**src/hw/radio_regs.svh**
```systemverilog
// Register map, field positions, codes and reset values of the radio state transition block.
// Assumes 32-bit AXI4-Lite access, one register per aligned word.
`ifndef RADIO_REGS_SVH
`define RADIO_REGS_SVH

// Printed index kept; byte address is four times the index
`define TRANS_CTRL_IDX 8'h17
`define TRANS_CTRL_ADDR 8'h5C
`define CAL_CTRL_IDX 8'h20
`define CAL_CTRL_ADDR 8'h80
`define STATUS_IDX 8'h21
`define STATUS_ADDR 8'h84

`define CCA_SEL_LSB 4
`define RXOFF_LSB 2
`define TXOFF_LSB 0
`define AUTOCAL_LSB 4
`define STAT_STATE_LSB 0
`define STAT_CCA_BIT 3
`define STAT_IDLECNT_LSB 4

`define TRANS_CTRL_RESET 6'h30
`define CAL_CTRL_RESET 2'h0

`define CCA_ALWAYS 2'h0
`define CCA_RSSI 2'h1
`define CCA_NOT_RX 2'h2
`define CCA_RSSI_NOT_RX 2'h3

`define RXOFF_IDLE 2'h0
`define RXOFF_SYNTH_ON 2'h1
`define RXOFF_TX 2'h2
`define RXOFF_STAY 2'h3

`define TXOFF_IDLE 2'h0
`define TXOFF_RX 2'h1
`define TXOFF_SYNTH_ON 2'h2
`define TXOFF_STAY 2'h3

`define AUTOCAL_NEVER 2'h0
`define AUTOCAL_FROM_IDLE 2'h1
`define AUTOCAL_TO_IDLE 2'h2
`define AUTOCAL_FOURTH 2'h3
`define IDLE_COUNT_LAST 2'h3

`define ST_CODE_IDLE 3'h0
`define ST_CODE_RX 3'h1
`define ST_CODE_TX 3'h2
`define ST_CODE_SYNTH_ON 3'h3
`define ST_CODE_CAL 3'h4

`define RESP_OKAY 2'h0
`define RESP_SLVERR 2'h2

`endif

```
**src/hw/radio_pkg.sv**
```systemverilog
// Types shared by the radio state transition block.
// Assumes radio_regs.svh supplies the numeric codes.
`default_nettype none

package radio_pkg;

    typedef enum logic [2:0] {ST_IDLE, ST_RX, ST_TX, ST_SYNTH_ON, ST_CAL} radio_state_e;
    typedef logic [1:0] field_t;

endpackage : radio_pkg

`default_nettype wire

```
**src/hw/reg_port_if.sv**
```systemverilog
// Register access strobes between the AXI4-Lite slave and the register file.
// Assumes both ends run on the same clock.
`default_nettype none

interface reg_port_if #(parameter int ADDR_W = 8);
    logic wr_en;
    logic [ADDR_W-1:0] wr_addr;
    logic [31:0] wr_data;
    logic [3:0] wr_strb;
    logic wr_err;
    logic [ADDR_W-1:0] rd_addr;
    logic [31:0] rd_data;
    logic rd_err;

    modport port (output wr_en, wr_addr, wr_data, wr_strb, rd_addr, input wr_err, rd_data, rd_err);
    modport regs (input wr_en, wr_addr, wr_data, wr_strb, rd_addr, output wr_err, rd_data, rd_err);
endinterface : reg_port_if

`default_nettype wire
```
**src/hw/axil_reg_port.sv**
```systemverilog
// AXI4-Lite slave front end: turns bus writes into single-cycle register strobes.
// Assumes a register file on the same clock answering reads combinationally.
`include "radio_regs.svh"
`default_nettype none

module axil_reg_port
    import radio_pkg::*;
#(
    parameter int ADDR_W = 8
)
(
    input wire logic aclk,
    input wire logic aresetn,
    input wire logic clk_en,
    input wire logic [ADDR_W-1:0] s_axi_awaddr,
    input wire logic s_axi_awvalid,
    output logic s_axi_awready,
    input wire logic [31:0] s_axi_wdata,
    input wire logic [3:0] s_axi_wstrb,
    input wire logic s_axi_wvalid,
    output logic s_axi_wready,
    output logic [1:0] s_axi_bresp,
    output logic s_axi_bvalid,
    input wire logic s_axi_bready,
    input wire logic [ADDR_W-1:0] s_axi_araddr,
    input wire logic s_axi_arvalid,
    output logic s_axi_arready,
    output logic [31:0] s_axi_rdata,
    output logic [1:0] s_axi_rresp,
    output logic s_axi_rvalid,
    input wire logic s_axi_rready,
    reg_port_if.port rp
);

    logic aw_held_reg, aw_held_next;
    logic [ADDR_W-1:0] aw_addr_reg, aw_addr_next;
    logic w_held_reg, w_held_next;
    logic [31:0] w_data_reg, w_data_next;
    logic [3:0] w_strb_reg, w_strb_next;
    logic bvalid_reg, bvalid_next;
    logic [1:0] bresp_reg, bresp_next;
    logic rvalid_reg, rvalid_next;
    logic [31:0] rdata_reg, rdata_next;
    logic [1:0] rresp_reg, rresp_next;
    logic do_wr;

    // Readies drop with the clock enable so no transfer is lost while frozen
    assign s_axi_awready = clk_en && !aw_held_reg;
    assign s_axi_wready = clk_en && !w_held_reg;
    assign s_axi_arready = clk_en && !rvalid_reg;
    assign do_wr = clk_en && aw_held_reg && w_held_reg && !bvalid_reg;

    assign rp.wr_en = do_wr;
    assign rp.wr_addr = aw_addr_reg;
    assign rp.wr_data = w_data_reg;
    assign rp.wr_strb = w_strb_reg;
    assign rp.rd_addr = s_axi_araddr;

    assign s_axi_bvalid = bvalid_reg;
    assign s_axi_bresp = bresp_reg;
    assign s_axi_rvalid = rvalid_reg;
    assign s_axi_rdata = rdata_reg;
    assign s_axi_rresp = rresp_reg;

    always_comb
    begin
        aw_held_next = aw_held_reg;
        aw_addr_next = aw_addr_reg;
        w_held_next = w_held_reg;
        w_data_next = w_data_reg;
        w_strb_next = w_strb_reg;
        bvalid_next = bvalid_reg;
        bresp_next = bresp_reg;
        rvalid_next = rvalid_reg;
        rdata_next = rdata_reg;
        rresp_next = rresp_reg;
        if (s_axi_awvalid && s_axi_awready)
        begin
            aw_held_next = 1'b1;
            aw_addr_next = s_axi_awaddr;
        end
        if (s_axi_wvalid && s_axi_wready)
        begin
            w_held_next = 1'b1;
            w_data_next = s_axi_wdata;
            w_strb_next = s_axi_wstrb;
        end
        if (do_wr)
        begin
            aw_held_next = 1'b0;
            w_held_next = 1'b0;
            bvalid_next = 1'b1;
            bresp_next = rp.wr_err ? `RESP_SLVERR : `RESP_OKAY;
        end
        else if (bvalid_reg && s_axi_bready && clk_en)
        begin
            bvalid_next = 1'b0;
        end
        if (s_axi_arvalid && s_axi_arready)
        begin
            rvalid_next = 1'b1;
            rdata_next = rp.rd_data;
            rresp_next = rp.rd_err ? `RESP_SLVERR : `RESP_OKAY;
        end
        else if (rvalid_reg && s_axi_rready && clk_en)
        begin
            rvalid_next = 1'b0;
        end
    end

    always_ff @(posedge aclk)
    begin
        if (!aresetn)
        begin
            aw_held_reg <= 1'b0;
            aw_addr_reg <= '0;
            w_held_reg <= 1'b0;
            w_data_reg <= 32'h0;
            w_strb_reg <= 4'h0;
            bvalid_reg <= 1'b0;
            bresp_reg <= `RESP_OKAY;
            rvalid_reg <= 1'b0;
            rdata_reg <= 32'h0;
            rresp_reg <= `RESP_OKAY;
        end
        else if (clk_en)
        begin
            aw_held_reg <= aw_held_next;
            aw_addr_reg <= aw_addr_next;
            w_held_reg <= w_held_next;
            w_data_reg <= w_data_next;
            w_strb_reg <= w_strb_next;
            bvalid_reg <= bvalid_next;
            bresp_reg <= bresp_next;
            rvalid_reg <= rvalid_next;
            rdata_reg <= rdata_next;
            rresp_reg <= rresp_next;
        end
    end

endmodule : axil_reg_port

`default_nettype wire

```
**src/hw/radio_state_transition_config.sv**
```systemverilog
// Radio main control state machine with its transition and calibration settings.
// Assumes radio status inputs and command strobes come from logic on aclk.
// How it works
// - A two-bit clear-channel select field sits at bits 5:4 of the transition control register, reset 3.
// - Clear channel is always set for 0, follows low signal strength for 1, means not receiving for 2, both for 3.
// - A two-bit after-receive field sits at bits 3:2 of the same register, reset 0, used at each end of reception.
// - After reception the radio goes to idle for 0, to synth-on-ready-to-transmit for 1, transmit for 2, stays for 3.
// - A two-bit after-transmit field sits at bits 1:0 of the same register, reset 0, used at each end of sending.
// - After sending the radio goes to idle for 0, receive for 1, synth-on for 2, and restarts preamble for 3.
// - A two-bit auto-calibration field sits at bits 5:4 of the calibration register, reset 0; 0 means manual only.
// - With auto-calibration 1 the synthesizer calibrates on every move from idle into receive, send or synth-on.
// - With auto-calibration 2 it calibrates on every move from receive or send back to idle.
// - With auto-calibration 3 it calibrates on every fourth such return to idle, counted modulo four.
`include "radio_regs.svh"
`default_nettype none

module radio_state_transition_config
    import radio_pkg::*;
#(
    parameter int ADDR_W = 8,
    parameter int CAL_CYCLES = 16
)
(
    input wire logic aclk,
    input wire logic aresetn,
    input wire logic clk_en,
    input wire logic [ADDR_W-1:0] s_axi_awaddr,
    input wire logic s_axi_awvalid,
    output logic s_axi_awready,
    input wire logic [31:0] s_axi_wdata,
    input wire logic [3:0] s_axi_wstrb,
    input wire logic s_axi_wvalid,
    output logic s_axi_wready,
    output logic [1:0] s_axi_bresp,
    output logic s_axi_bvalid,
    input wire logic s_axi_bready,
    input wire logic [ADDR_W-1:0] s_axi_araddr,
    input wire logic s_axi_arvalid,
    output logic s_axi_arready,
    output logic [31:0] s_axi_rdata,
    output logic [1:0] s_axi_rresp,
    output logic s_axi_rvalid,
    input wire logic s_axi_rready,
    input wire logic rssi_below_threshold,
    input wire logic packet_receiving,
    input wire logic rx_packet_done,
    input wire logic tx_packet_done,
    input wire logic enter_rx_strobe,
    input wire logic enter_tx_strobe,
    input wire logic synth_on_tx_ready_strobe,
    input wire logic enter_idle_strobe,
    input wire logic manual_calibrate_strobe,
    output logic clear_channel,
    output logic [2:0] radio_state,
    output logic calibrating,
    output logic preamble_restart
);

    localparam int CNT_W = (CAL_CYCLES > 1) ? $clog2(CAL_CYCLES) : 1;
    localparam logic [CNT_W-1:0] CAL_LAST = CNT_W'(CAL_CYCLES - 1);

    reg_port_if #(.ADDR_W(ADDR_W)) rp ();

    axil_reg_port #(.ADDR_W(ADDR_W)) u_port (
        .aclk(aclk),
        .aresetn(aresetn),
        .clk_en(clk_en),
        .s_axi_awaddr(s_axi_awaddr),
        .s_axi_awvalid(s_axi_awvalid),
        .s_axi_awready(s_axi_awready),
        .s_axi_wdata(s_axi_wdata),
        .s_axi_wstrb(s_axi_wstrb),
        .s_axi_wvalid(s_axi_wvalid),
        .s_axi_wready(s_axi_wready),
        .s_axi_bresp(s_axi_bresp),
        .s_axi_bvalid(s_axi_bvalid),
        .s_axi_bready(s_axi_bready),
        .s_axi_araddr(s_axi_araddr),
        .s_axi_arvalid(s_axi_arvalid),
        .s_axi_arready(s_axi_arready),
        .s_axi_rdata(s_axi_rdata),
        .s_axi_rresp(s_axi_rresp),
        .s_axi_rvalid(s_axi_rvalid),
        .s_axi_rready(s_axi_rready),
        .rp(rp)
    );

    function automatic logic is_mapped(input logic [ADDR_W-1:0] addr);
        is_mapped = (addr == ADDR_W'(`TRANS_CTRL_ADDR)) || (addr == ADDR_W'(`CAL_CTRL_ADDR))
            || (addr == ADDR_W'(`STATUS_ADDR));
    endfunction : is_mapped

    function automatic logic [2:0] state_code(input radio_state_e st);
        unique case (st)
            ST_IDLE: state_code = `ST_CODE_IDLE;
            ST_RX: state_code = `ST_CODE_RX;
            ST_TX: state_code = `ST_CODE_TX;
            ST_SYNTH_ON: state_code = `ST_CODE_SYNTH_ON;
            ST_CAL: state_code = `ST_CODE_CAL;
        endcase
    endfunction : state_code

    // Register file
    logic [5:0] trans_ctrl_reg, trans_ctrl_next;
    field_t cal_ctrl_reg, cal_ctrl_next;
    field_t clear_channel_select, after_receive_next_state, after_transmit_next_state, synth_auto_calibration;
    logic [1:0] idle_count_reg, idle_count_next;
    logic cca_reg, cca_next;

    assign clear_channel_select = trans_ctrl_reg[`CCA_SEL_LSB +: 2];
    assign after_receive_next_state = trans_ctrl_reg[`RXOFF_LSB +: 2];
    assign after_transmit_next_state = trans_ctrl_reg[`TXOFF_LSB +: 2];
    assign synth_auto_calibration = cal_ctrl_reg;

    always_comb
    begin
        trans_ctrl_next = trans_ctrl_reg;
        cal_ctrl_next = cal_ctrl_reg;
        // Writes land in the register only, so the state machine sees them from the next edge on
        if (rp.wr_en && rp.wr_strb[0])
        begin
            if (rp.wr_addr == ADDR_W'(`TRANS_CTRL_ADDR))
                trans_ctrl_next = rp.wr_data[5:0];
            else if (rp.wr_addr == ADDR_W'(`CAL_CTRL_ADDR))
                cal_ctrl_next = rp.wr_data[`AUTOCAL_LSB +: 2];
        end
    end

    always_ff @(posedge aclk)
    begin
        if (!aresetn)
        begin
            trans_ctrl_reg <= `TRANS_CTRL_RESET;
            cal_ctrl_reg <= `CAL_CTRL_RESET;
        end
        else if (clk_en)
        begin
            trans_ctrl_reg <= trans_ctrl_next;
            cal_ctrl_reg <= cal_ctrl_next;
        end
    end

    assign rp.wr_err = !is_mapped(rp.wr_addr);
    assign rp.rd_err = !is_mapped(rp.rd_addr);

    always_comb
    begin
        rp.rd_data = 32'h0;
        // Upper bits stay zero in every register
        if (rp.rd_addr == ADDR_W'(`TRANS_CTRL_ADDR))
            rp.rd_data[5:0] = trans_ctrl_reg;
        else if (rp.rd_addr == ADDR_W'(`CAL_CTRL_ADDR))
            rp.rd_data[`AUTOCAL_LSB +: 2] = cal_ctrl_reg;
        else if (rp.rd_addr == ADDR_W'(`STATUS_ADDR))
        begin
            rp.rd_data[`STAT_STATE_LSB +: 3] = radio_state;
            rp.rd_data[`STAT_CCA_BIT] = cca_reg;
            rp.rd_data[`STAT_IDLECNT_LSB +: 2] = idle_count_reg;
        end
    end

    // Clear channel assessment
    always_comb
    begin
        unique case (clear_channel_select)
            `CCA_ALWAYS: cca_next = 1'b1;
            `CCA_RSSI: cca_next = rssi_below_threshold;
            `CCA_NOT_RX: cca_next = !packet_receiving;
            `CCA_RSSI_NOT_RX: cca_next = rssi_below_threshold && !packet_receiving;
        endcase
    end

    // Main state machine
    radio_state_e state_reg, state_next, ret_reg, ret_next;
    logic [CNT_W-1:0] cal_cnt_reg, cal_cnt_next;
    logic preamble_reg, preamble_next;
    radio_state_e dest;
    logic cal_now;
    logic to_idle;

    always_comb
    begin
        dest = state_reg;
        cal_now = 1'b0;
        to_idle = 1'b0;
        ret_next = ret_reg;
        cal_cnt_next = cal_cnt_reg;
        idle_count_next = idle_count_reg;
        preamble_next = 1'b0;
        unique case (state_reg)
            ST_IDLE:
            begin
                if (manual_calibrate_strobe)
                begin
                    cal_now = 1'b1;
                end
                else if (enter_rx_strobe)
                    dest = ST_RX;
                else if (enter_tx_strobe)
                    dest = ST_TX;
                else if (synth_on_tx_ready_strobe)
                    dest = ST_SYNTH_ON;
                if (dest != ST_IDLE && synth_auto_calibration == `AUTOCAL_FROM_IDLE)
                    cal_now = 1'b1;
            end
            ST_RX:
            begin
                if (enter_idle_strobe)
                    to_idle = 1'b1;
                else if (rx_packet_done)
                begin
                    // Transmit choices here bypass clear-channel checks; software keeps them apart
                    unique case (after_receive_next_state)
                        `RXOFF_IDLE: to_idle = 1'b1;
                        `RXOFF_SYNTH_ON: dest = ST_SYNTH_ON;
                        `RXOFF_TX: dest = ST_TX;
                        `RXOFF_STAY: dest = ST_RX;
                    endcase
                end
            end
            ST_TX:
            begin
                if (enter_idle_strobe)
                    to_idle = 1'b1;
                else if (tx_packet_done)
                begin
                    unique case (after_transmit_next_state)
                        `TXOFF_IDLE: to_idle = 1'b1;
                        `TXOFF_RX: dest = ST_RX;
                        `TXOFF_SYNTH_ON: dest = ST_SYNTH_ON;
                        `TXOFF_STAY: preamble_next = 1'b1;
                    endcase
                end
            end
            ST_SYNTH_ON:
            begin
                if (enter_idle_strobe)
                    dest = ST_IDLE;
                else if (enter_tx_strobe)
                    dest = ST_TX;
            end
            ST_CAL:
            begin
                // Calibration time is a fixed count; the synthesizer gives no done flag here
                if (cal_cnt_reg == '0)
                    dest = ret_reg;
                else
                    cal_cnt_next = cal_cnt_reg - CNT_W'(1'b1);
            end
        endcase
        if (to_idle)
        begin
            dest = ST_IDLE;
            idle_count_next = idle_count_reg + 2'h1;
            if (synth_auto_calibration == `AUTOCAL_TO_IDLE)
                cal_now = 1'b1;
            else if (synth_auto_calibration == `AUTOCAL_FOURTH && idle_count_reg == `IDLE_COUNT_LAST)
                cal_now = 1'b1;
        end
        if (cal_now)
        begin
            state_next = ST_CAL;
            ret_next = dest;
            cal_cnt_next = CAL_LAST;
        end
        else
        begin
            state_next = dest;
        end
    end

    always_ff @(posedge aclk)
    begin
        if (!aresetn)
        begin
            state_reg <= ST_IDLE;
            ret_reg <= ST_IDLE;
            cal_cnt_reg <= '0;
            idle_count_reg <= 2'h0;
            preamble_reg <= 1'b0;
            cca_reg <= 1'b0;
        end
        else if (clk_en)
        begin
            state_reg <= state_next;
            ret_reg <= ret_next;
            cal_cnt_reg <= cal_cnt_next;
            idle_count_reg <= idle_count_next;
            preamble_reg <= preamble_next;
            cca_reg <= cca_next;
        end
    end

    assign clear_channel = cca_reg;
    assign radio_state = state_code(state_reg);
    assign calibrating = (state_reg == ST_CAL);
    assign preamble_restart = preamble_reg;

endmodule : radio_state_transition_config

`default_nettype wire

```
**config.mk**
```make
export PLATFORM = sky130hd
export DESIGN_NAME = radio_state_transition_config
export DESIGN_NICKNAME = d
export VERILOG_FILES = /design/src/hw/radio_pkg.sv /design/src/hw/reg_port_if.sv /design/src/hw/axil_reg_port.sv /design/src/hw/radio_state_transition_config.sv
export VERILOG_INCLUDE_DIRS = /design/src /design/src/hw
export SDC_FILE = /design/constraint.sdc
export NUM_CORES = 1
export LEC_CHECK = 0
export BUFFER_PORTS_ARGS = -buffer_cell sky130_fd_sc_hd__clkbuf_2
export CAP_MARGIN = 20
export CELL_PAD_IN_SITES_DETAIL_PLACEMENT = 0
export CELL_PAD_IN_SITES_GLOBAL_PLACEMENT = 1
export CORE_MARGIN = 4
export CORE_UTILIZATION = 45
export DETAILED_ROUTE_END_ITERATION = 12
export PLACE_DENSITY_LB_ADDON = 0.2
export SKIP_LAST_GASP = 1
export SYNTH_ARGS = -nofsm -noshare
export SYNTH_HDL_FRONTEND = slang
export SYNTH_HIERARCHICAL = 1
export SYNTH_SLANG_ARGS = --single-unit
```
**constraint.sdc**
```tcl
create_clock -name aclk -period 4.88 [get_ports aclk]
set_clock_uncertainty 0.2 [all_clocks]
set_input_delay 0.488 -clock aclk [delete_from_list [all_inputs] [get_ports aclk]]
set_output_delay 0.488 -clock aclk [all_outputs]
set_load 0.005 [all_outputs]
```
==> results by group <==
Outcome
  – Status: complete, no violations

Final layout
  – Syn-to-layout area delta: 15.1%
  – Layout Nets: 584
  – # diodes: 0
  – Layout cells sized above 1: 0.213
  – Number of flip-flops in the largest register: 32

Floorplanning
  – Die W: 100 um
  – Chip Height: 100 um
  – FP Rows: 33
  – Die area: 10100 um2
  – Initial core utilization: 0.464
  – Core area: 8260 um2
  – Io pins: 116

STA
  – RSZ-0062 raised after global routing: false
  – Final hold violations: 0
  – Slew Limit Fails: 0
  – Minimum clock period: 2.18 ns
  – Total Neg Setup Slack: 0 ns
  – Final period util: 0.448
  – Final Hold Slack: 0.164 ns
  – F_max: 458 MHz
  – Slew @ Worst Pin: 1.07 ns
  – Max_slew headroom: 0.289
  – Final Setup Violations: 0

Clock network
  – Hold Buf Count CTS: 0
  – Post-cts sizing count: 0
  – Maximum clock path buffer count: 2
  – CTS clk-pin slew, worst paths: 0.09 ns
  – CTS tree: built
  – Cts bufs inserted: 9
  – CTS root buffer: clkbuf_8
  – Clock sinks: 75
  – Latest clock arrival within the worst-skew pair: 0.34 ns
  – H-tree Lvls: 3
  – Setup Buffers After CTS: 0

Setup path
  – Critical R2R Launch: state_reg[1]
  – Arrival @ worst endpoint: 2.21 ns
  – CP Max Fanout: 11
  – Critical Path RT: 4.91 ns
  – RR Endpoint: ret_reg[0]
  – Startpoint types: register
  – Setup slack, reg-to-reg: 2.70 ns
  – Worst setup EP type: register
  – WS Path Type: reg2reg
  – Reg2reg path depth: 5

Routing
  – Post-route ant nets: 0
  – Vias per std cell: 4.95
  – Drt wl/cell: 12.9 um
  – Initial DRC Count: 98
  – DRT Pass-1 Iters: 4
  – Drt total wl: 7.91 mm
  – DR vias: 3036
  – DRC viols: 0

Hold path
  – Hold-critical path depth: 3
  – Hold Path End: u_port/rp.wr_data[2]
  – Hold Path Origin: s_axi_wdata[2]
  – Type of the most critical hold path: in2reg

Global routing
  – GRT overflow: 0
  – Initial antenna violation count: 0
  – Vias in the first global route: 2862
  – First-pass GRT wire length: 13.3 mm
  – Pin count of the biggest net entering global routing: 126
  – Total GRT Usage: 0.163

Pwr
  – P_leak: 0.00200 uW
  – P per Cell Area: 302 nW/um2
  – Max VDD drop: 115 uV

Synthesis
  – Mean Syn Cell Area: 9.02 um2
  – Synthesized area: 3830 um2
  – Yosys Warn Count: 6
  – Syn Inst Count: 425

Job
  – Max-Cap Viols: 0

Place
  – IO buf count: 84
  – Post-DP HPWL: 5.53 mm
  – Routability Congestion: 0.838
==> worst max-delay path by stage <==
| stage | end | slack, ns | start |
|---|---|---|---|
| floorplan | u_port/s_axi_rdata[0] | 2.73 | s_axi_araddr[3] |
| global placement | u_port/s_axi_rdata[5] | 2.44 | clk_en |
| detailed placement | u_port/s_axi_rdata[15] | 2.46 | clk_en |
| CTS | ret_reg[0] | 2.71 | state_reg[1] |
| global route | ret_reg[1] | 2.54 | trans_ctrl_reg[2] |
| finish | ret_reg[0] | 2.70 | state_reg[1] |
==> layout by cell type, fill, tap and decap left out, types with 2 or more instances in the layout <==
cell,count
clkbuf_2,83
mux2i_1,59
nor4_1,3
a21boi_0,2
nand4b_1,2
a21oi_1,7
and4b_1,2
clkbuf_8,9
nand2b_1,2
clkinvlp_4,2
xnor2_1,5
inv_1,15
nor3_1,4
o32a_1,2
nand4_1,3
and3_1,3
nor2_1,6
a22o_1,4
nand2_1,105
and2_1,5
nor2b_1,14
bufinv_16,2
nor3b_1,3
a31oi_1,2
or3_1,2
conb_1,28
o21a_1,3
ha_1,10
o21ai_0,6
nand3_1,3
a32o_1,6
and3b_1,2
nor4_2,2
dfxtp_1,75
a21boi_1,5
==> layer usage <==
layer	part of all wire	vias up	track usage	wire length, um
met1	0.50	1389	0.224	3950
li1	-	1563	-	-
met2	0.42	72	0.244	3320
met4	0.014	0	0.0560	108
met3	0.067	12	0.0507	531
met5	0	-	0	0
==> through the flow <==
step                      utilization  power (uW)  area, um2  setup slack, ns  cells
after floorplan                     -         800       3930             2.73    451
after global placement          0.506         835       4180             2.44    598
after detailed placement        0.506         837       4180             2.46    598
after CTS                       0.531        1340       4380             2.71    612
after global routing            0.534        1400       4410             2.54    613
final                           0.534        1330       4410             2.70    613
==> area by class of cell <==
type	count	area [um2]
tap	105	131
timing repair buffer	85	450
clock inverter	5	80.1
inverter	15	56.3
sequential	75	1500
fill	808	3850
clock buffer	9	124
multi-input combinational	319	2070
==> critical path, stage by stage (launching register included) <==
cell,delay (ns)
dfxtp_1,0.54
or3b_4,0.45
o32a_1,0.21
nand2b_4,0.18
a2bb2oi_2,0.21
a32o_1,0.29
==> report_power, final <==
part / leakage, uW / internal (uW) / switching (uW)
Clock: 0.0000972 / 281 / 225
Sequential: 0.000611 / 639 / 19.6
Combinational: 0.00129 / 77.4 / 89.5
Power figures use the tool's default switching activity.
